**src/design/scp_serial_regs.svh**
```systemverilog
`ifndef SCP_SERIAL_REGS_SVH
`define SCP_SERIAL_REGS_SVH

// Port addresses on the 8-bit I/O space
`define SCP_SEL_BASE        6'h3B
`define SCP_PORT_DATA       8'hEC
`define SCP_PORT_CTRL       8'hED
`define SCP_PORT_IRQ_STAT   8'hE0
`define SCP_PORT_IRQ_CLR    8'hE1
`define SCP_PORT_IRQ_EN     8'hE2

// Mode word fields
`define SCP_MODE_FACT_LO    0
`define SCP_MODE_LEN_LO     2
`define SCP_MODE_PEN        4
`define SCP_MODE_PEVEN      5
`define SCP_MODE_STOP_LO    6

// Command word fields
`define SCP_CMD_TRANSMIT_ENABLE_BIT        0
`define SCP_CMD_DTR         1
`define SCP_CMD_RXEN        2
`define SCP_CMD_BREAK       3
`define SCP_CMD_ERRCLR      4
`define SCP_CMD_RTS         5
`define SCP_CMD_IRESET      6

// Interrupt status bits
`define SCP_IRQ_RX          0
`define SCP_IRQ_TX          1
`define SCP_IRQ_ERR         2
`define SCP_IRQ_TICK        3

// Reset values
`define SCP_MODE_RST        8'h00
`define SCP_CMD_RST         8'h00
`define SCP_IRQ_EN_RST      4'h0

// Timing
`define SCP_CLK_NS          50
`define SCP_TICK_SHORT_NS   1024000
`define SCP_TICK_SHORT_CYC  (`SCP_TICK_SHORT_NS / `SCP_CLK_NS)
`define SCP_TICK_LONG_MUL   10
`define SCP_STAGE_W         4

`endif

```
**src/design/scp_pkg.sv**
```systemverilog
`default_nettype none
package scp_pkg;
    typedef enum logic [0:0] {PROG_MODE, PROG_CMD} scp_prog_t;
    typedef enum logic [2:0] {TX_IDLE, TX_START, TX_DATA, TX_PAR, TX_STOP} scp_tx_t;
    typedef enum logic [2:0] {RX_IDLE, RX_START, RX_DATA, RX_PAR, RX_STOP} scp_rx_t;
endpackage
`default_nettype wire

```
**src/design/scp_serial_port.sv**
```systemverilog
// Chosen here: the plain strobed port and the placing of the registers.
`include "scp_serial_regs.svh"
`default_nettype none

// Summary of operation
// - Controller selected only while I/O address lies in ECH to EFH.
// - Address bit zero high means control byte, low means data character.
// - Control byte latched on selected output to port ED or EF.
// - First control byte after reset or internal reset is the mode word, later ones are command words.
// - Mode word picks sync/async, baud factor, length, stop bits, parity.
// - Command word sets enables, error clear, terminal-ready, request-to-send, reset.
// - High reset input resets the controller.
// - Transmit ready high while the holding register is empty, transmit enable is set and clear-to-send is asserted.
// - Transmit ready clears when the processor writes a data character.
// - Receive ready rises after a whole character has arrived.
// - Receive ready clears when the processor reads the character.
// - Sending starts only with transmit enable set and clear-to-send asserted.
// - Reset holds the serial output marking.
// - Baud clock from three cascaded 4-bit counters, tap chosen by the synchronised baud_sel pins, which may change at run time.
// - Two further counters make a 1.024 ms or 10.24 ms tick.
// - Characters and control words travel over an eight-bit bus.
// - Baud generator runs from the oscillator clock.
module scp_serial_port #(
    parameter int TICK_SHORT_CYC = `SCP_TICK_SHORT_CYC
) (
    input  wire logic       sys_clk,
    input  wire logic       rst,
    input  wire logic [7:0] io_addr,
    input  wire logic [7:0] io_wdata,
    input  wire logic       io_wr,
    input  wire logic       io_rd,
    output logic      [7:0] io_rdata,
    input  wire logic [1:0] baud_sel,
    input  wire logic       tick_long,
    input  wire logic       rxd,
    input  wire logic       cts_n,
    output logic            txd,
    output logic            dtr_n,
    output logic            rts_n,
    output logic            transmit_ready,
    output logic            receive_ready,
    output logic            timer_tick,
    output logic            irq
);
    localparam int TICK_DIV = TICK_SHORT_CYC / 16;

    if (TICK_SHORT_CYC < 32 || TICK_SHORT_CYC % 16 != 0 || TICK_DIV > 65536) begin : g_chk
        $error("TICK_SHORT_CYC must be a multiple of 16 from 32 to 1048576");
    end

    function automatic logic [6:0] bit_ticks(input logic [1:0] f);
        case (f)
            2'b10:   bit_ticks = 7'h10;
            2'b11:   bit_ticks = 7'h40;
            default: bit_ticks = 7'h01;
        endcase
    endfunction

    function automatic logic [7:0] stop_ticks(input logic [1:0] s, input logic [6:0] b);
        case (s)
            2'b10:   stop_ticks = {1'b0, b} + {2'b00, b[6:1]};
            2'b11:   stop_ticks = {b, 1'b0};
            default: stop_ticks = {1'b0, b};
        endcase
    endfunction

    function automatic logic [7:0] char_mask(input logic [1:0] len);
        char_mask = 8'hFF >> (2'h3 - len);
    endfunction

    // Pin synchronisers
    logic [1:0] rxd_m, cts_m, bsel_m0, bsel_m1;
    logic       tlong_m0, tlong_m1;
    logic       rxd_s, cts_s;
    logic [1:0] bsel_s;
    always_ff @(posedge sys_clk or posedge rst) begin
        if (rst) begin
            rxd_m    <= 2'h3;
            cts_m    <= 2'h0;
            bsel_m0  <= 2'h0;
            bsel_m1  <= 2'h0;
            tlong_m0 <= 1'b0;
            tlong_m1 <= 1'b0;
        end else begin
            rxd_m    <= {rxd_m[0], rxd};
            cts_m    <= {cts_m[0], ~cts_n};
            bsel_m0  <= baud_sel;
            bsel_m1  <= bsel_m0;
            tlong_m0 <= tick_long;
            tlong_m1 <= tlong_m0;
        end
    end
    assign rxd_s  = rxd_m[1];
    assign cts_s  = cts_m[1];
    assign bsel_s = bsel_m1;

    // Baud generator: sys_clk stands in for the oscillator clock
    logic [`SCP_STAGE_W-1:0] stg0_q, stg1_q, stg2_q;
    logic c0, c1, c2, bclk;
    assign c0 = (stg0_q == 4'hF);
    assign c1 = c0 && (stg1_q == 4'hF);
    assign c2 = c1 && (stg2_q == 4'hF);
    always_ff @(posedge sys_clk or posedge rst) begin
        if (rst) begin
            stg0_q <= 4'h0;
            stg1_q <= 4'h0;
            stg2_q <= 4'h0;
        end else begin
            stg0_q <= stg0_q + 4'h1;
            if (c0)
                stg1_q <= stg1_q + 4'h1;
            if (c1)
                stg2_q <= stg2_q + 4'h1;
        end
    end
    always_comb begin
        case (bsel_s)
            2'b00:   bclk = c0;
            2'b01:   bclk = c1;
            2'b10:   bclk = c2;
            default: bclk = 1'b1;
        endcase
    end

    // Periodic tick: short counter on first-stage carries, decade counter above
    logic [15:0] tdiv_q;
    logic [3:0]  tdec_q;
    logic        tick_q;
    logic        short_end;
    assign short_end = c0 && (tdiv_q == 16'(TICK_DIV - 1));
    always_ff @(posedge sys_clk or posedge rst) begin
        if (rst) begin
            tdiv_q <= 16'h0000;
            tdec_q <= 4'h0;
            tick_q <= 1'b0;
        end else begin
            tick_q <= 1'b0;
            if (c0)
                tdiv_q <= short_end ? 16'h0000 : tdiv_q + 16'h0001;
            if (short_end) begin
                tdec_q <= (tdec_q == 4'(`SCP_TICK_LONG_MUL - 1)) ? 4'h0 : tdec_q + 4'h1;
                tick_q <= !tlong_m1 || (tdec_q == 4'(`SCP_TICK_LONG_MUL - 1));
            end
        end
    end
    assign timer_tick = tick_q;

    // Bus decode
    logic sel, wr_data, wr_ctrl, rd_data, rd_ctrl;
    assign sel     = (io_addr[7:2] == `SCP_SEL_BASE);
    assign wr_data = sel && io_wr && !io_addr[0];
    assign wr_ctrl = sel && io_wr && io_addr[0];
    assign rd_data = sel && io_rd && !io_addr[0];
    assign rd_ctrl = sel && io_rd && io_addr[0];

    // Programming sequence
    scp_pkg::scp_prog_t prog_q;
    logic [7:0] mode_q, cmd_q;
    logic       ireset;
    assign ireset = wr_ctrl && (prog_q == scp_pkg::PROG_CMD) && io_wdata[`SCP_CMD_IRESET];
    always_ff @(posedge sys_clk or posedge rst) begin
        if (rst) begin
            prog_q <= scp_pkg::PROG_MODE;
            mode_q <= `SCP_MODE_RST;
            cmd_q  <= `SCP_CMD_RST;
        end else if (wr_ctrl) begin
            case (prog_q)
                scp_pkg::PROG_MODE: begin
                    mode_q <= io_wdata;
                    prog_q <= scp_pkg::PROG_CMD;
                end
                scp_pkg::PROG_CMD: begin
                    if (ireset) begin
                        cmd_q  <= `SCP_CMD_RST;
                        prog_q <= scp_pkg::PROG_MODE;
                    end else begin
                        cmd_q  <= io_wdata;
                    end
                end
                default: prog_q <= scp_pkg::PROG_MODE;
            endcase
        end
    end

    logic       sync_mode, pen, peven;
    logic [1:0] clen;
    logic [6:0] bt;
    logic [7:0] st;
    assign sync_mode = (mode_q[`SCP_MODE_FACT_LO +: 2] == 2'b00);
    assign clen      = mode_q[`SCP_MODE_LEN_LO +: 2];
    assign pen       = mode_q[`SCP_MODE_PEN];
    assign peven     = mode_q[`SCP_MODE_PEVEN];
    assign bt        = bit_ticks(mode_q[`SCP_MODE_FACT_LO +: 2]);
    assign st        = stop_ticks(mode_q[`SCP_MODE_STOP_LO +: 2], bt);

    // Transmitter with holding register
    scp_pkg::scp_tx_t tx_q;
    logic [7:0] hold_q, tsh_q, tcnt_q;
    logic [2:0] tbit_q;
    logic       hold_full_q, line_q, tx_load, tstep, tpar_q;
    assign tx_load = bclk && (tx_q == scp_pkg::TX_IDLE) && hold_full_q
                     && cmd_q[`SCP_CMD_TRANSMIT_ENABLE_BIT] && cts_s;
    assign tstep   = bclk && (tcnt_q == {1'b0, bt} - 8'h01);
    always_ff @(posedge sys_clk or posedge rst) begin
        if (rst) begin
            tx_q        <= scp_pkg::TX_IDLE;
            hold_q      <= 8'h00;
            hold_full_q <= 1'b0;
            tsh_q       <= 8'h00;
            tcnt_q      <= 8'h00;
            tbit_q      <= 3'h0;
            tpar_q      <= 1'b0;
            line_q      <= 1'b1;
        end else if (ireset) begin
            tx_q        <= scp_pkg::TX_IDLE;
            hold_full_q <= 1'b0;
            line_q      <= 1'b1;
        end else begin
            if (wr_data) begin
                hold_q      <= io_wdata;
                hold_full_q <= 1'b1;
            end else if (tx_load) begin
                hold_full_q <= 1'b0;
            end
            if (bclk && tx_q != scp_pkg::TX_IDLE)
                tcnt_q <= tstep ? 8'h00 : tcnt_q + 8'h01;
            case (tx_q)
                scp_pkg::TX_IDLE: begin
                    line_q <= 1'b1;
                    if (tx_load) begin
                        tsh_q  <= hold_q & char_mask(clen);
                        tcnt_q <= 8'h00;
                        tbit_q <= 3'h0;
                        // Parity fixed at load: the holding register may refill mid-character
                        tpar_q <= ^(hold_q & char_mask(clen)) ^ !peven;
                        if (sync_mode) begin
                            line_q <= hold_q[0];
                            tx_q   <= scp_pkg::TX_DATA;
                        end else begin
                            line_q <= 1'b0;
                            tx_q   <= scp_pkg::TX_START;
                        end
                    end
                end
                scp_pkg::TX_START: if (tstep) begin
                    line_q <= tsh_q[0];
                    tx_q   <= scp_pkg::TX_DATA;
                end
                scp_pkg::TX_DATA: if (tstep) begin
                    tsh_q  <= {1'b0, tsh_q[7:1]};
                    tbit_q <= tbit_q + 3'h1;
                    line_q <= tsh_q[1];
                    if (tbit_q == {1'b1, clen}) begin
                        if (pen) begin
                            line_q <= tpar_q;
                            tx_q   <= scp_pkg::TX_PAR;
                        end else if (sync_mode) begin
                            line_q <= 1'b1;
                            tx_q   <= scp_pkg::TX_IDLE;
                        end else begin
                            line_q <= 1'b1;
                            tx_q   <= scp_pkg::TX_STOP;
                        end
                    end
                end
                scp_pkg::TX_PAR: if (tstep) begin
                    line_q <= 1'b1;
                    tx_q   <= sync_mode ? scp_pkg::TX_IDLE : scp_pkg::TX_STOP;
                end
                scp_pkg::TX_STOP: begin
                    if (bclk && tcnt_q >= st - 8'h01) begin
                        tcnt_q <= 8'h00;
                        tx_q   <= scp_pkg::TX_IDLE;
                    end
                end
                default: tx_q <= scp_pkg::TX_IDLE;
            endcase
        end
    end

    // Line and modem outputs, break forces spacing
    logic txd_q, dtr_q, rts_q, transmit_ready_q;
    always_ff @(posedge sys_clk or posedge rst) begin
        if (rst) begin
            txd_q   <= 1'b1;
            dtr_q   <= 1'b1;
            rts_q   <= 1'b1;
            transmit_ready_q <= 1'b0;
        end else begin
            txd_q   <= line_q && !cmd_q[`SCP_CMD_BREAK];
            dtr_q   <= !cmd_q[`SCP_CMD_DTR];
            rts_q   <= !cmd_q[`SCP_CMD_RTS];
            transmit_ready_q <= !hold_full_q && !wr_data && !tx_load && !ireset
                       && cmd_q[`SCP_CMD_TRANSMIT_ENABLE_BIT] && cts_s;
        end
    end
    assign txd            = txd_q;
    assign dtr_n          = dtr_q;
    assign rts_n          = rts_q;
    assign transmit_ready = transmit_ready_q;

    // Receiver, async only; samples at bit centre
    scp_pkg::scp_rx_t rx_q;
    logic [7:0] rsh_q, rcnt_q, rword_q;
    logic [2:0] rbit_q;
    logic       rpar_q, rdone_q, rperr_q, rferr_q, rsamp;
    assign rsamp = bclk && (rcnt_q == {1'b0, bt} - 8'h01);
    always_ff @(posedge sys_clk or posedge rst) begin
        if (rst) begin
            rx_q    <= scp_pkg::RX_IDLE;
            rsh_q   <= 8'h00;
            rcnt_q  <= 8'h00;
            rbit_q  <= 3'h0;
            rpar_q  <= 1'b0;
            rword_q <= 8'h00;
            rdone_q <= 1'b0;
            rperr_q <= 1'b0;
            rferr_q <= 1'b0;
        end else begin
            rdone_q <= 1'b0;
            if (ireset || !cmd_q[`SCP_CMD_RXEN] || sync_mode) begin
                rx_q <= scp_pkg::RX_IDLE;
            end else begin
                if (bclk && rx_q != scp_pkg::RX_IDLE)
                    rcnt_q <= rsamp ? 8'h00 : rcnt_q + 8'h01;
                case (rx_q)
                    scp_pkg::RX_IDLE: if (bclk && !rxd_s) begin
                        rcnt_q <= 8'h00;
                        rx_q   <= scp_pkg::RX_START;
                    end
                    scp_pkg::RX_START: begin
                        if (bclk && rcnt_q == {2'b00, bt[6:1]}) begin
                            rcnt_q <= 8'h00;
                            rbit_q <= 3'h0;
                            rx_q   <= rxd_s ? scp_pkg::RX_IDLE : scp_pkg::RX_DATA;
                        end
                    end
                    scp_pkg::RX_DATA: if (rsamp) begin
                        rsh_q  <= {rxd_s, rsh_q[7:1]};
                        rbit_q <= rbit_q + 3'h1;
                        if (rbit_q == {1'b1, clen})
                            rx_q <= pen ? scp_pkg::RX_PAR : scp_pkg::RX_STOP;
                    end
                    scp_pkg::RX_PAR: if (rsamp) begin
                        rpar_q <= rxd_s;
                        rx_q   <= scp_pkg::RX_STOP;
                    end
                    scp_pkg::RX_STOP: if (rsamp) begin
                        rword_q <= rsh_q >> (2'h3 - clen);
                        rperr_q <= pen && ((^(rsh_q >> (2'h3 - clen)) ^ rpar_q) == peven);
                        rferr_q <= !rxd_s;
                        rdone_q <= 1'b1;
                        rx_q    <= scp_pkg::RX_IDLE;
                    end
                    default: rx_q <= scp_pkg::RX_IDLE;
                endcase
            end
        end
    end

    // Receive buffer and sticky errors; an arriving character beats a clear
    logic [7:0] rbuf_q;
    logic       receive_ready_q, perr_q, oerr_q, ferr_q, errclr, err_evt;
    assign errclr  = ireset || (wr_ctrl && prog_q == scp_pkg::PROG_CMD
                                && io_wdata[`SCP_CMD_ERRCLR]);
    assign err_evt = rdone_q && (rperr_q || rferr_q || receive_ready_q);
    always_ff @(posedge sys_clk or posedge rst) begin
        if (rst) begin
            rbuf_q  <= 8'h00;
            receive_ready_q <= 1'b0;
            perr_q  <= 1'b0;
            oerr_q  <= 1'b0;
            ferr_q  <= 1'b0;
        end else begin
            if (rdone_q) begin
                rbuf_q  <= rword_q;
                receive_ready_q <= 1'b1;
            end else if (rd_data || ireset) begin
                receive_ready_q <= 1'b0;
            end
            if (errclr) begin
                perr_q <= 1'b0;
                oerr_q <= 1'b0;
                ferr_q <= 1'b0;
            end
            if (rdone_q) begin
                if (rperr_q)
                    perr_q <= 1'b1;
                if (receive_ready_q)
                    oerr_q <= 1'b1;
                if (rferr_q)
                    ferr_q <= 1'b1;
            end
        end
    end
    assign receive_ready = receive_ready_q;

    // Interrupt status, clear and enable
    logic [3:0] ist_q, ien_q, ievt;
    logic       irq_q;
    assign ievt = {tick_q, err_evt, tx_load, rdone_q};
    always_ff @(posedge sys_clk or posedge rst) begin
        if (rst) begin
            ist_q <= 4'h0;
            ien_q <= `SCP_IRQ_EN_RST;
            irq_q <= 1'b0;
        end else begin
            if (io_wr && io_addr == `SCP_PORT_IRQ_EN)
                ien_q <= io_wdata[3:0];
            if (io_wr && io_addr == `SCP_PORT_IRQ_CLR)
                ist_q <= (ist_q & ~io_wdata[3:0]) | ievt;
            else
                ist_q <= ist_q | ievt;
            irq_q <= |(ist_q & ien_q);
        end
    end
    assign irq = irq_q;

    // Read data, one cycle after the strobe
    logic [7:0] rdata_q;
    always_ff @(posedge sys_clk or posedge rst) begin
        if (rst) begin
            rdata_q <= 8'h00;
        end else if (io_rd) begin
            if (rd_data)
                rdata_q <= rbuf_q;
            else if (rd_ctrl)
                rdata_q <= {2'b00, ferr_q, oerr_q, perr_q,
                            !hold_full_q && tx_q == scp_pkg::TX_IDLE, receive_ready_q, !hold_full_q};
            else if (io_addr == `SCP_PORT_IRQ_STAT)
                rdata_q <= {4'h0, ist_q};
            else if (io_addr == `SCP_PORT_IRQ_EN)
                rdata_q <= {4'h0, ien_q};
            else
                rdata_q <= 8'h00;
        end else begin
            rdata_q <= 8'h00;
        end
    end
    assign io_rdata = rdata_q;

    // Checks
    a_sel_range: assert property (@(posedge sys_clk) disable iff (rst)
        (io_wr && io_addr[7:2] != `SCP_SEL_BASE) |=> $stable(mode_q) && $stable(cmd_q))
        else $error("control changed by unselected write");
    a_mode_first: assert property (@(posedge sys_clk) disable iff (rst)
        (wr_ctrl && prog_q == scp_pkg::PROG_MODE)
        |=> (mode_q == $past(io_wdata)) && prog_q == scp_pkg::PROG_CMD)
        else $error("mode word not taken first");
    a_data_not_ctrl: assert property (@(posedge sys_clk) disable iff (rst)
        wr_data |=> $stable(mode_q) && $stable(cmd_q) && hold_full_q)
        else $error("data write misrouted");
    a_transmit_ready_clear: assert property (@(posedge sys_clk) disable iff (rst)
        wr_data |=> !transmit_ready ##1 !transmit_ready)
        else $error("transmit ready stayed after data write");
    a_receive_ready_set: assert property (@(posedge sys_clk) disable iff (rst)
        rdone_q |=> receive_ready && rbuf_q == $past(rword_q))
        else $error("receive ready not raised");
    a_receive_ready_clear: assert property (@(posedge sys_clk) disable iff (rst)
        (rd_data && !rdone_q) |=> !receive_ready)
        else $error("receive ready not cleared on read");
    a_tx_gate: assert property (@(posedge sys_clk) disable iff (rst)
        ($past(tx_q) == scp_pkg::TX_IDLE && tx_q != scp_pkg::TX_IDLE)
        |-> $past(cmd_q[`SCP_CMD_TRANSMIT_ENABLE_BIT] && cts_s))
        else $error("transmission began without enable and clear-to-send");
    a_mark_reset: assert property (@(posedge sys_clk)
        (!rst && $past(rst)) |-> txd ##1 txd)
        else $error("line not marking after reset");
    a_err_clear: assert property (@(posedge sys_clk) disable iff (rst)
        (errclr && !rdone_q) |=> !perr_q && !oerr_q && !ferr_q)
        else $error("error flags not cleared");
    a_tick_gap: assert property (@(posedge sys_clk) disable iff (rst)
        timer_tick |=> (!timer_tick)[*8])
        else $error("tick pulses too close");
endmodule // scp_serial_port

`default_nettype wire

```
**config.mk**
```make
export PLATFORM = sky130hd
export DESIGN_NAME = scp_serial_port
export DESIGN_NICKNAME = d
export VERILOG_FILES = /design/src/design/scp_pkg.sv /design/src/design/scp_serial_port.sv
export VERILOG_INCLUDE_DIRS = /design/src /design/src/design
export SDC_FILE = /design/constraint.sdc
export NUM_CORES = 1
export LEC_CHECK = 0
export ABC_AREA = 1
export BUFFER_PORTS_ARGS = -buffer_cell sky130_fd_sc_hd__buf_2
export CORE_ASPECT_RATIO = 0.8
export CORE_MARGIN = 2
export CORE_UTILIZATION = 60
export DETAILED_ROUTE_END_ITERATION = 6
export PLACE_DENSITY_LB_ADDON = 0.25
export SYNTH_ARGS = -nofsm -noshare
export SYNTH_HDL_FRONTEND = slang
export SYNTH_SLANG_ARGS = --single-unit
```
**constraint.sdc**
```tcl
create_clock -name sys_clk -period 15.5 [get_ports sys_clk]
set_clock_uncertainty 0.1 [all_clocks]
set_input_delay 3.1 -clock sys_clk [delete_from_list [all_inputs] [get_ports sys_clk]]
set_output_delay 3.1 -clock sys_clk [all_outputs]
set_load 0.01 [all_outputs]
```
Word level (Yosys, flattened, before mapping)
Index checks and enable logic that the tools add are counted.
{"block": "totals", "regBits": 158, "latch_bits": 0, "ram_bits": 0, "mem_bits_ro": 0, "output_inout_bits": 15, "word_cells": 278, "n_memories": 0}
{"block": "op_classes", "addsub": 13, "n_mul": 0, "n_div": 0, "order_cmp": 1, "eq_ne": 45, "n_shift": 2, "mux": 81, "bitwise": 12, "n_reduce_logical": 79}
{"cell": "two-way mux 8 bit", "count": 12}
{"cell": "case mux 8 bit (2 select lines)", "count": 4}
{"cell": "two-way mux 3 bit", "count": 21}
{"cell": "inequality test 3 bit, second input constant", "count": 12}
{"cell": "logical AND 1 bit", "count": 34}
{"cell": "case mux 3 bit (5 select lines)", "count": 2}
{"cell": "two-way mux 1 bit", "count": 27}
{"cell": "equality test 8 bit, second input constant", "count": 3}
{"cell": "adder 16 x 1 -> 16 bit, second input constant", "count": 1}
{"cell": "adder 4 x 1 -> 4 bit, second input constant", "count": 4}
{"cell": "adder 8 x 1 -> 8 bit, second input constant", "count": 2}
{"cell": "equality test 16 x 11 -> 1 bit, second input constant", "count": 1}
{"cell": "equality test 4 bit, second input constant", "count": 4}
{"cell": "equality test 8 bit", "count": 2}
{"cell": "two-way mux 16 bit", "count": 1}
{"cell": "two-way mux 4 bit", "count": 4}
{"cell": "XOR reduction 8 bit", "count": 2}
{"cell": "case mux 7 bit (2 select lines)", "count": 1}
{"cell": "equality test 3 x 2 -> 1 bit, second input constant", "count": 4}
{"cell": "zero test 1 bit", "count": 12}
{"cell": "two-way mux 6 bit", "count": 2}
{"cell": "case mux 3 bit (2 select lines)", "count": 2}
{"cell": "AND reduction 3 bit", "count": 4}
{"cell": "AND reduction 4 bit", "count": 3}
{"cell": "36 further kinds", "count": 69}

Logic depth before layout (Yosys ltp)
Gate-level depths: netlist (run 1).
{"block": "depth", "ltp_word": 13, "depth_mapped": 19}

Least setup slack after synthesis (run 1)
Ideal clock, no wire load.
{"block": "synth_timing", "path_type": "input to register", "startpoint": "in io_addr[6]", "endpoint": "reg tx_q[2]", "setup_ns": 0.117, "arrival_ns": 4.297, "path_slack_ns": 10.986, "stages": 10, "path_buffers": 1, "path_cell_list": "nand2_1 -> nor3_2 -> nand4_1 -> buf_2 -> inv_2 -> nor2_1 -> nor2_1 -> nand2_1 -> nand2_1 -> nand2_1"}
{"block": "synth_via", "elab_chain_cells": 7, "elab_cells_between_ends": 13, "classes_between": "7 x eq/ne; 1 x mux; 5 x reduce/logical"}
{"element": "start, declared", "line": "scp_serial_port.sv:28", "rtl": "input wire logic [7:0] io_addr,"}
{"element": "equality test 6 bit (no source line) *"}
{"element": "logical AND 1 bit * (2 in series)", "line": "scp_serial_port.sv:152", "rtl": "assign wr_ctrl = sel && io_wr && io_addr[0];"}
{"element": "logical AND 1 bit * (2 in series)", "line": "scp_serial_port.sv:160", "rtl": "assign ireset = wr_ctrl && (prog_q == scp_pkg::PROG_CMD) && io_wdata[`SCP_CMD_IRESET];"}
{"element": "inequality test 3 bit (no source line)"}
{"element": "AND reduction 6 bit (no source line)"}
{"element": "end signal, assigned", "line": "scp_serial_port.sv:206", "rtl": "tx_q <= scp_pkg::TX_IDLE;"}
{"element": "end signal, assigned", "line": "scp_serial_port.sv:215", "rtl": "tx_q <= scp_pkg::TX_IDLE;"}
{"element": "end signal, assigned", "line": "scp_serial_port.sv:238", "rtl": "tx_q <= scp_pkg::TX_DATA;"}
{"element": "end, declared", "line": "scp_serial_port.sv:197", "rtl": "scp_pkg::scp_tx_t tx_q;"}
Mark *: on every way between the ends. The rest lies on a longest branch, timed or not.
A chain may end at the register's enable or synchronous reset.

Worst setup path after layout (run 1)
{"block": "layout_timing", "startpoint": "in io_addr[6]", "endpoint": "reg rcnt_q[3]"}
{"block": "layout_via", "elab_chain_cells": 7}
{"element": "equality test 6 bit (no source line)"}
{"element": "logical AND 1 bit (2 in series)", "line": "scp_serial_port.sv:152"}
{"element": "logical AND 1 bit (2 in series)", "line": "scp_serial_port.sv:160"}
{"element": "logical OR 1 bit (2 in series)", "line": "scp_serial_port.sv:321", "rtl": "if (ireset || !cmd_q[`SCP_CMD_RXEN] || sync_mode) begin"}
{"element": "end signal, assigned", "line": "scp_serial_port.sv:325", "rtl": "rcnt_q <= rsamp ? 8'h00 : rcnt_q + 8'h01;"}
{"element": "end, declared", "line": "scp_serial_port.sv:304", "rtl": "logic [7:0] rsh_q, rcnt_q, rword_q;"}
Every way passes these cells.

==> results of run 1 <==
-- synth_stat cells, types with 3 or more instances --
library cell  number
mux2i_1            4
xor2_1            21
a21oi_1           30
nor4_1             3
nand4_1           17
o22ai_1            3
nor2_1            91
nand2_2            4
o31ai_1            4
inv_1            142
xnor2_1            9
buf_2              5
o21ai_1           19
dfstp_2            6
nor3_1            10
nand2_1          322
ha_1              18
nand3_1           88
o221ai_1           4
o21ai_2            9
dfrtp_1          151
or2_2              4
o21ai_0           73
clkbuf_1          10
-- logic make-up (layout without fill, tap and decap cells) --
| logic type | count (synthesis) | count (layout) | synth area share (%) |
|---|---|---|---|
| AND/OR/NAND/NOR | 554 | 554 | 28.6 |
| AO/OA/AOI/OAI | 148 | 148 | 9.86 |
| flip-flops | 157 | 157 | 47.3 |
| other | 1 | 1 | 0.0451 |
| buffers and inverters | 166 | 219 | 7.79 |
| multiplexers | 4 | 4 | 0.481 |
| XOR/XNOR | 30 | 30 | 3.16 |
| adder cells (fa/ha/maj) | 18 | 18 | 2.71 |
-- how the worst min path moves through the flow --
stage | slack (ps) | depth (start not counted) | from | endpoint
floorplan | 230 | 0 | bsel_m0[0] | bsel_m1[0]
global placement | 230 | 0 | bsel_m0[1] | bsel_m1[1]
detailed placement | 230 | 0 | cts_m[0] | cts_m[1]
CTS | 260 | 0 | bsel_m0[1] | bsel_m1[1]
global route | 260 | 0 | bsel_m0[0] | bsel_m1[0]
finish | 250 | 0 | bsel_m0[1] | bsel_m1[1]
-- critical path, cell delays in order --
cell and delay (ps):
buf_2 90, nand2_1 110, nor3_2 90, nand4_1 80, buf_4 270, nand3_1 310, nor2_1 610, o21ai_0 230
nand2_1 110, nor2_1 40
-- layout make-up --
type	instances	area, µm²
clock buffer	19	433
clock inverter	13	165
fill	1092	4290
inverter	146	556
multi-input combinational	755	3740
sequential	157	3940
tap	180	225
timing repair buffer	41	210
-- report_power, final --
part | total [W] | switching (W) | internal (W)
clock network | 0.000424 | 0.000170 | 0.000254
registers | 0.000462 | 0.0000243 | 0.000437
logic | 0.000202 | 0.000139 | 0.0000628
-- layer usage --
metal	vias to the layer above	share of wire [%]
li1	3534	-
met1	3243	48
met3	20	4.6
met5	-	0
met2	179	46
met4	0	1.5
-- per-stage QoR --
| stage | util (%) | hold WS [ps] |
|---|---|---|
| CTS | 68.3 | 255 |
| global route | 68.3 | 262 |
| detailed placement | 63.9 | 235 |
| floorplan | - | 231 |
| finish | 68.3 | 253 |
| global placement | 63.9 | 233 |
==> impl_results.md, run 1 <==
* Pre-CTS WS at just over 10000 ps
* Synthesized area per cell at roughly 7.7 µm²
* Drc violations at 0
* Ranking of synthesized cells by area: dfrtp_1 45%, nand2_1 15%, inv_1 6.4%
* Synthesized instance count at ~1100
* Global Route Usage Sum at 25.9%
* Final instance area at 9260 µm²
* Final worst-path cycle share at 31.2%
* Share of cells above drive strength 1 at roughly a tenth
* Crit Path Class: in -> reg
* Final worst slack at approximately 11000 ps
* Max FFs per register at 16
* Met2 GRT Util at roughly two fifths
* Hold bufs inserted after CTS at 0
* Congestion Overflow GR at 0
* Worst-path clk slew at approximately 60 ps
* TritonCTS clock tree: done
* Synthesis Warnings at 0
* Commonest non-fill, non-tap cells in the layout: 322 x nand2_1, 151 x dfrtp_1, 141 x inv_1, 91 x nor2_1, 88 x nand3_1
* Placeable Area at ~14000 µm²
* Post-cts resize count at 0
* Nets@finish at 1161
* Antenna Violating Nets Remaining at 0
* Ys async rst share at 100%
* Via density at around 5.3
* Die area at approximately 15000 µm²
* Pin count of the biggest net entering global routing at approximately 80
* Least-Margin Pin Slew at a little under 1000 ps
* Outcome: complete, no violations
* Post-DP Area at 8660 µm²
* Crit path capture: rcnt_q[3]
* Worst skew pair latency at about 430 ps
* Final HPWL from detailed placement at 12.8 mm
* WP data arrival at ~5000 ps
* CP endpoint kind: flop
* Vias in the first global route at 6459
* Worst setup SP type: input pin
* Post-Syn Nets at about 1100
* DIE HEIGHT at approximately 110 µm
* Max clock buf depth at 2
* Post-DR wirelength/cell at around 14 µm
* Synth area leader: dfrtp_1
* Root Buffer: clkbuf_16
* Tmin final at slightly below 5000 ps
* Met3 GRT Util at between 5 and 6%
* Global-route met1 utilization at a little over a third
* Drt initial violations at around 570
* Post-synth top area share at 45.4%
* R2R depth at 15
* Placed instance count at ~1300
* FF+latch count, synth at 157
* Sequential element share of the synthesized area at a little under half
* DRT Pass-1 Iters at 5
* Final WL at approximately 18 mm
* Fin. Hold Viols at 0
* Setup crit start: io_addr[6]
* Reg-to-reg critical path endpoint: tcnt_q[3]
* Final Power at 0.00109 W
* Grt peak-use layer: met2
* Slew headroom at approximately 35%
* Cell area after synthesis at approximately 8300 µm²
* Post-CTS Setup Bufs at 0
* Cell Rows at 38
* Initial antenna violation count at 0
* Worst Path Max Fanout at 20
* # diodes at 0
* Power density of the placed cells at about 120 nW/µm²
* RSZ-0062 raised after global routing: no
* Worst Hold Class: reg -> reg
* Vias at approximately 7000
* DIE WIDTH at approximately 140 µm
* FF-to-FF setup slack at about 13000 ps
* Number of synthesized flops with an enable pin at 0
* LEAKAGE at 4.73 nW
* Slew Viols, Final at 0
* Starting Density at approximately three fifths
* Worst EP required at between 15000 and 20000 ps
* Setup_tns at 0 ps
* First-pass GRT wire length at roughly 30 mm
* Area growth syn-to-layout at 11.3%
* Most common cell after layout, fill and taps aside: nand2_1
* TritonCTS Buffers at 17
* Maxcap violations at 0
* Fmax at just over 0.2 GHz
* Setup violators final at 0
* IO Count at 40
* FF-to-FF Start: mode_q[1]
* Port bufs at 39
* Synth cell types at 47
* Commonest register cell after synthesis: dfrtp_1
* Peak VDD IR at around 0.085 mV
* Final non-filler cell total at 1311
* Routability cong. at 0.857
* H-tree depth at 4
* Top reg by flops: tdiv_q
* Clk sink count at 157
Power figures use the tool's default switching activity.
==> run 2, diff against run 1 <==
--- a/config.mk
+++ b/config.mk
@@ -10,7 +10,7 @@
 export BUFFER_PORTS_ARGS = -buffer_cell sky130_fd_sc_hd__buf_2
 export CORE_ASPECT_RATIO = 0.8
 export CORE_MARGIN = 2
-export CORE_UTILIZATION = 60
+export CORE_UTILIZATION = 56
 export DETAILED_ROUTE_END_ITERATION = 6
 export PLACE_DENSITY_LB_ADDON = 0.25
 export SYNTH_ARGS = -nofsm -noshare
==> constraint.sdc (replaced) <==
create_clock -name sys_clk -period 4.45 [get_ports sys_clk]
set_clock_uncertainty 0.1 [all_clocks]
set_input_delay 0.89 -clock sys_clk [delete_from_list [all_inputs] [get_ports sys_clk]]
set_output_delay 0.89 -clock sys_clk [all_outputs]
set_load 0.01 [all_outputs]
==> run 2 against run 1 <==
  * Critical path depth increased by 2
  * Utilization fell by 3.8 points
  * Sequential share of layout area decreased by 0.12 points
  * First-iteration DRC count fell by 9.7%
  * Register-to-register slack worse by 11000 ps
  * Via count down 0.13%
  * Worst setup slack worse by 9000 ps
  * Largest cell class unchanged
  * Largest power group unchanged
==> impl_results.md, run 2 (synthesized netlist as in run 1, its figures left out) <==
* Outcome: complete, no violations
* # diodes at 0
* Most common cell after layout, fill and taps aside: nand2_1
* Worst Path Max Fanout at 21
* IO Count at 40
* Final instance area at 9290 µm²
* Worst EP required at about 4600 ps
* Via density at 5.30
* RSZ-0062 raised after global routing: no
* Worst Path Buf+Inv at 0
* Tmin final at roughly 2800 ps
* DIE HEIGHT at about 110 µm
* Power density of the placed cells at 409 nW/µm²
* Root Buffer: clkbuf_16
* Least-Margin Pin Slew at about 830 ps
* DRT Pass-1 Iters at 5
* Congestion Overflow GR at 0
* Starting Density at between 50% and 60%
* H-tree depth at 4
* Nets@finish at about 1200
* Slew Viols, Final at 0
* Worst-path clk slew at about 60 ps
* Setup violators final at 0
* Critical-path cell list: ha_1 -> nand2_2 -> nor2_4 -> nand2_2 -> nand2_1 -> nand2_2 -> nand2_4 -> nand2_1 -> nand2_1 -> nand3_1 -> nand2_1 -> o21ai_1
* Hold bufs inserted after CTS at 0
* Delay-heaviest family, CP: simple AND/OR/NAND/NOR gates
* Vias in the first global route at roughly 6500
* # fillers at about 1200
* Slowest CP cell: nand3_1
* Final WL at ~18 mm
* Register area at between 3000 and 4000 µm²
* Port bufs at 39
* Setup_tns at 0 ps
* First-pass GRT wire length at ~31 mm
* Area growth syn-to-layout at 11.6%
* Pre-CTS WS at ~1500 ps
* Max clock buf depth at 2
* Post-cts resize count at 0
* Clk sink count at 157
* Max FFs per register at 16
* Post-DR wirelength/cell at between 10 and 15 µm
* Crit Path Class: reg -> reg
* Antenna Violating Nets Remaining at 0
* Post-CTS Setup Bufs at 0
* Final worst-path cycle share at between 60% and 70%
* Post-layout util at approximately 65%
* Maxcap violations at 0
* Final HPWL from detailed placement at around 13 mm
* Drt initial violations at around 510
* Commonest non-fill, non-tap cells in the layout: 322 x nand2_1, 151 x dfrtp_1, 141 x inv_1, 91 x nor2_1, 88 x nand3_1
* Worst Hold Class: reg -> reg
* Drc violations at 0
* Global Route Usage Sum at between 20% and 30%
* Post-DP Area at just under 9000 µm²
* Cell Rows at 39
* Final worst slack at approximately 1700 ps
* Peak VDD IR at between 0.3 and 0.4 mV
* Crit path largest cell delay at between 500 and 600 ps
* Share of cells above drive strength 1 at 9.73%
* Fmax at between 0.3 and 0.4 GHz
* TritonCTS clock tree: done
* Fin. Hold Viols at 0
* Pin count of the biggest net entering global routing at about 160
* Placeable Area at ~14000 µm²
* Die area at 15900 µm²
* Routability cong. at 0.864
* DIE WIDTH at roughly 140 µm
* Footprint of the multi-input gates at ~3700 µm²
* WP data arrival at 2970 ps
* Slew headroom at 44.9%
* CP endpoint kind: flop
* Initial antenna violation count at 0
* CP most frequent cell: nand2_1
* Worst setup SP type: flop
* Top reg by flops: tdiv_q
* LEAKAGE at 4.73 nW
* Worst skew pair latency at about 420 ps
* TritonCTS Buffers at 17
* Vias at 6967
run 2: cell type report:
class                           count  share of cell area [%]
Multi-Input combinational cell    755                    40.2
Sequential cell                   157                    42.4
Timing Repair Buffer               41                    2.40
Clock buffer                       19                    4.77
Inverter                          146                    5.97
Clock inverter                     13                    1.78
Tap cell                          184                    2.48
run 2: worst reg2reg max path, stage by stage, from the launching register on:
cell     delay, ps
dfrtp_1        370
ha_1           280
nand2_2        100
nor2_4         210
nand2_2         90
nand2_1         80
nand2_2         80
nand2_4        150
nand2_1        180
nand2_1        150
nand3_1        520
nand2_1        250
o21ai_1         90
run 2: per-layer routing:
metal | global-route usage, % | wire, µm
met5 | 0 | 0
met2 | 38.2 | 8130
met3 | 4.44 | 779
met4 | 7.00 | 281
met1 | 34.8 | 8900
run 2: worst paths after layout:
path / start / end / slack, ps / cells past startpoint
worst max-delay path: stg0_q[0] / tsh_q[3] / 1660 / 12
worst min-delay path: tlong_m0 / tlong_m1 / 250 / 0
worst max register to register: stg0_q[0] / tsh_q[3] / 1660 / 12
worst min register to register: tlong_m0 / tlong_m1 / 250 / 0
max in group asynchronous: rst / tcnt_q[1] / 3040 / 3
min in group asynchronous: rst / stg0_q[0] / 590 / 3
run 2: per-stage QoR:
stage | hold slack (ps) | power [W] | std cells
final | 249 | 0.00380 | 1315
after global routing | 257 | 0.00398 | 1315
after CTS | 245 | 0.00381 | 1315
after detailed placement | 236 | 0.00232 | 1283
after global placement | 233 | 0.00231 | 1283
after floorplan | 231 | 0.00216 | 1078
run 2: power breakdown:
group,internal (W),switching [W]
logic,0.000219,0.000479
registers,0.00152,0.0000871
clock network,0.000899,0.000593
total,0.00264,0.00116
==> run 3, diff against run 2 <==
--- a/config.mk
+++ b/config.mk
@@ -6,11 +6,11 @@
 export SDC_FILE = /design/constraint.sdc
 export NUM_CORES = 1
 export LEC_CHECK = 0
-export ABC_AREA = 1
+export ABC_AREA = 0
 export BUFFER_PORTS_ARGS = -buffer_cell sky130_fd_sc_hd__buf_2
 export CORE_ASPECT_RATIO = 0.8
 export CORE_MARGIN = 2
-export CORE_UTILIZATION = 56
+export CORE_UTILIZATION = 60
 export DETAILED_ROUTE_END_ITERATION = 6
 export PLACE_DENSITY_LB_ADDON = 0.25
 export SYNTH_ARGS = -nofsm -noshare
==> constraint.sdc (replaced) <==
create_clock -name sys_clk -period 2.9 [get_ports sys_clk]
set_clock_uncertainty 0.1 [all_clocks]
set_input_delay 0.58 -clock sys_clk [delete_from_list [all_inputs] [get_ports sys_clk]]
set_output_delay 0.58 -clock sys_clk [all_outputs]
set_load 0.01 [all_outputs]
==> run 3 against run 2 <==
  * Sequential share of layout area increased by 1.3 points
  * First-iteration DRC count decreased by 23%
  * Sequential power increased by 52%
  * Critical path depth unchanged
  * Global-route usage increased by 2.4 points
  * Via count decreased by 18%
  * Register-to-register slack got worse by 1600 ps
==> impl_results.md, run 3 <==
* Initial antenna violation count at 0
* Worst setup SP type: flop
* R2R depth at 12
* Pin count of the biggest net entering global routing at 40
* Maxcap violations at 0
* Power density of the placed cells at between 600 and 700 nW/µm²
* Final worst slack at 64.7 ps
* TritonCTS clock tree: done
* Final Power at about 0.0055 W
* Drt initial violations at approximately 400
* Sequential element share of the synthesized area at approximately half
* Final WL at approximately 17 mm
* Max FFs per register at 16
* Drc violations at 0
* Post-synth top area share at slightly below 50%
* Worst Path Buf+Inv at 0
* Via density at about 5.8
* FF+latch count, synth at roughly 160
* Area growth syn-to-layout at 16.7%
* Nets@finish at approximately 840
* Routability cong. at ~0.87
* Post-layout util at a little under three quarters
* TritonCTS Buffers at 17
* Slowest CP cell: dfrtp_1
* Synthesis Warnings at 0
* Antenna Violating Nets Remaining at 0
* Root Buffer: clkbuf_16
* H-tree depth at 4
* Crit path largest cell delay at 400 ps
* Worst Path Max Fanout at 3
* Die area at around 14000 µm²
* CP endpoint kind: flop
* FF-to-FF setup slack at approximately 65 ps
* Delay-heaviest family, CP: compound AO/OA/AOI/OAI gates
* Most common cell after layout, fill and taps aside: dfrtp_1
* Clk sink count at about 160
* Worst-path clk slew at 60 ps
* Port bufs at 39
* DIE WIDTH at roughly 130 µm
* # diodes at 0
* Fmax at approximately 0.35 GHz
* Hold bufs inserted after CTS at 0
* DRT Pass-1 Iters at 5
* Cell Rows at 37
* Synth cell types at 66
* Placeable Area at roughly 13000 µm²
* Slew headroom at about half
* FF-to-FF Start: mode_q[6]
* Congestion Overflow GR at 0
* Setup violators final at 0
* Final HPWL from detailed placement at 11.9 mm
* Ranking of synthesized cells by area: dfrtp_1 49%, mux2_2 7.3%, nand2_1 4.4%
* Synth area leader: dfrtp_1
* Starting Density at between 60% and 70%
* Worst EP required at around 3100 ps
* Final instance area at 9020 µm²
* Synthesized instance count at roughly 730
* Top reg by flops: tdiv_q
* Synthesized area per cell at 10.6 µm²
* Crit Path Class: reg -> reg
* Worst skew pair latency at about 430 ps
* WP data arrival at between 3000 and 4000 ps
* Max clock buf depth at 2
* First-pass GRT wire length at between 20 and 30 mm
* Vias in the first global route at about 5800
* Placed instance count at 947
* DIE HEIGHT at approximately 110 µm
* Share of cells above drive strength 1 at about a quarter
* Vias at 5720
* Cell area after synthesis at 7730 µm²
* Pre-CTS WS at -49.2 ps
* Number of synthesized flops with an enable pin at 0
* Least-Margin Pin Slew at about 730 ps
* Ys async rst share at between 90% and 100%
* Post-DP Area at 8310 µm²
* Critical-path cell list: nand2b_4 -> or3_1 -> ha_2 -> xnor2_2 -> ha_2 -> nand2_1 -> nor3_2 -> a21oi_2 -> o21ai_2 -> a21oi_2 -> a211o_1 -> o31ai_1
* Fin. Hold Viols at 0
* Tmin final at 2840 ps
* Post-Syn Nets at 770
* Slew Viols, Final at 0
* Final worst-path cycle share at a little over nine tenths
* Leading cell types by count after synthesis: 151 x dfrtp_1, 91 x nand2_1, 55 x nor2_1
* Most common cell in the synthesized netlist: dfrtp_1
* IO Count at 40
* Commonest register cell after synthesis: dfrtp_1
* LEAKAGE at 4.14 nW
* Commonest non-fill, non-tap cells in the layout: 151 x dfrtp_1, 91 x nand2_1, 54 x nor2_1, 50 x mux2_2, 39 x buf_2
* Post-DR wirelength/cell at roughly 17 µm
* Worst Hold Class: in -> async
* Final non-filler cell total at between 900 and 1000
* Outcome: complete, no violations
* Global Route Usage Sum at approximately a quarter
* Peak VDD IR at 0.452 mV
* Reg-to-reg critical path endpoint: tx_q[1]
-- run 3: cell count changes in the layout (fill, tap and decap cells not counted), moves of 8 or more --
cell / delta
o21ai_1: -17
nand2b_1: +9
inv_1: -122
mux2_2: +50
a21oi_1: -13
buf_4: +24
a22oi_1: +8
mux2i_1: +8
o21ai_0: -35
xnor2_1: +26
nor2_1: -37
nand3_1: -60
xor2_1: -8
nand2_1: -231
-- run 3: layout make-up --
cell class / instances / area, µm²
sequential: 157 / 3940
fill: 890 / 3710
multi-input combinational: 527 / 3700
timing repair buffer: 68 / 463
clock inverter: 13 / 184
tap: 175 / 219
clock buffer: 18 / 439
inverter: 21 / 82.6
-- run 3: per-stage QoR --
stage | hold slack, ps | TNS (ps)
after floorplan | 231 | 0
after global placement | 239 | 0
after detailed placement | 244 | -55.6
after CTS | 139 | -5.13
after global routing | 138 | -22.4
final | 136 | 0
-- run 3: worst reg2reg max path: stages (launching register included) --
cell	delay (ps)
dfrtp_1	400
nand2b_4	140
or3_1	320
ha_2	210
xnor2_2	130
ha_2	320
nand2_1	60
nor3_2	150
a21oi_2	110
o21ai_2	160
a21oi_2	90
a211o_1	270
o31ai_1	270
-- run 3: logic make-up after synthesis --
logic type	after synthesis	share of synthesized area, %
DFF	157	50.9
buffers and inverters	43	2.28
xor gates and xnor gates	50	5.84
muxes	67	9.81
adders and majority gates	18	2.91
other	1	0.0485
AOI/OAI and AO/OA	116	10.0
and+or+nand+nor	275	18.2
-- run 3: worst max-delay path by stage --
| stage | from | end | slack (ps) | cells past startpoint |
|---|---|---|---|---|
| 3_5_place_dp | mode_q[6] | tx_q[0] | -50 | 12 |
| 5_1_grt | mode_q[6] | tx_q[1] | -20 | 12 |
| 4_1_cts | mode_q[6] | tx_q[0] | -5 | 11 |
| 3_3_place_gp | mode_q[6] | tx_q[0] | 80 | 12 |
| 2_1_floorplan | mode_q[1] | tx_q[0] | 3 | 13 |
| 6_report | mode_q[6] | tx_q[1] | 60 | 12 |
-- run 3: timing repair --
item / 4_1_cts / 5_1_grt
pin swaps: 2 / 8
gates resized for setup: 6 / 13
cloned: 0 / 0
endpoints found under the setup margin: 4 / 6
buffers inserted: 0 / 1
-- run 3: power by group --
part	total, W	switching [W]	internal (W)	leakage [nW]
clock network	0.00234	0.000945	0.00139	0.294
logic	0.000732	0.000399	0.000332	1.77
registers	0.00245	0.000164	0.00229	2.08
-- run 3: routing by layer --
layer	share of wire (%)	vias to the layer above	global-route usage, %
met5	0	-	0
met4	1.9	0	9.73
met3	4.7	27	5.13
met2	47	168	41.4
met1	46	2833	37.5
li1	-	2692	-
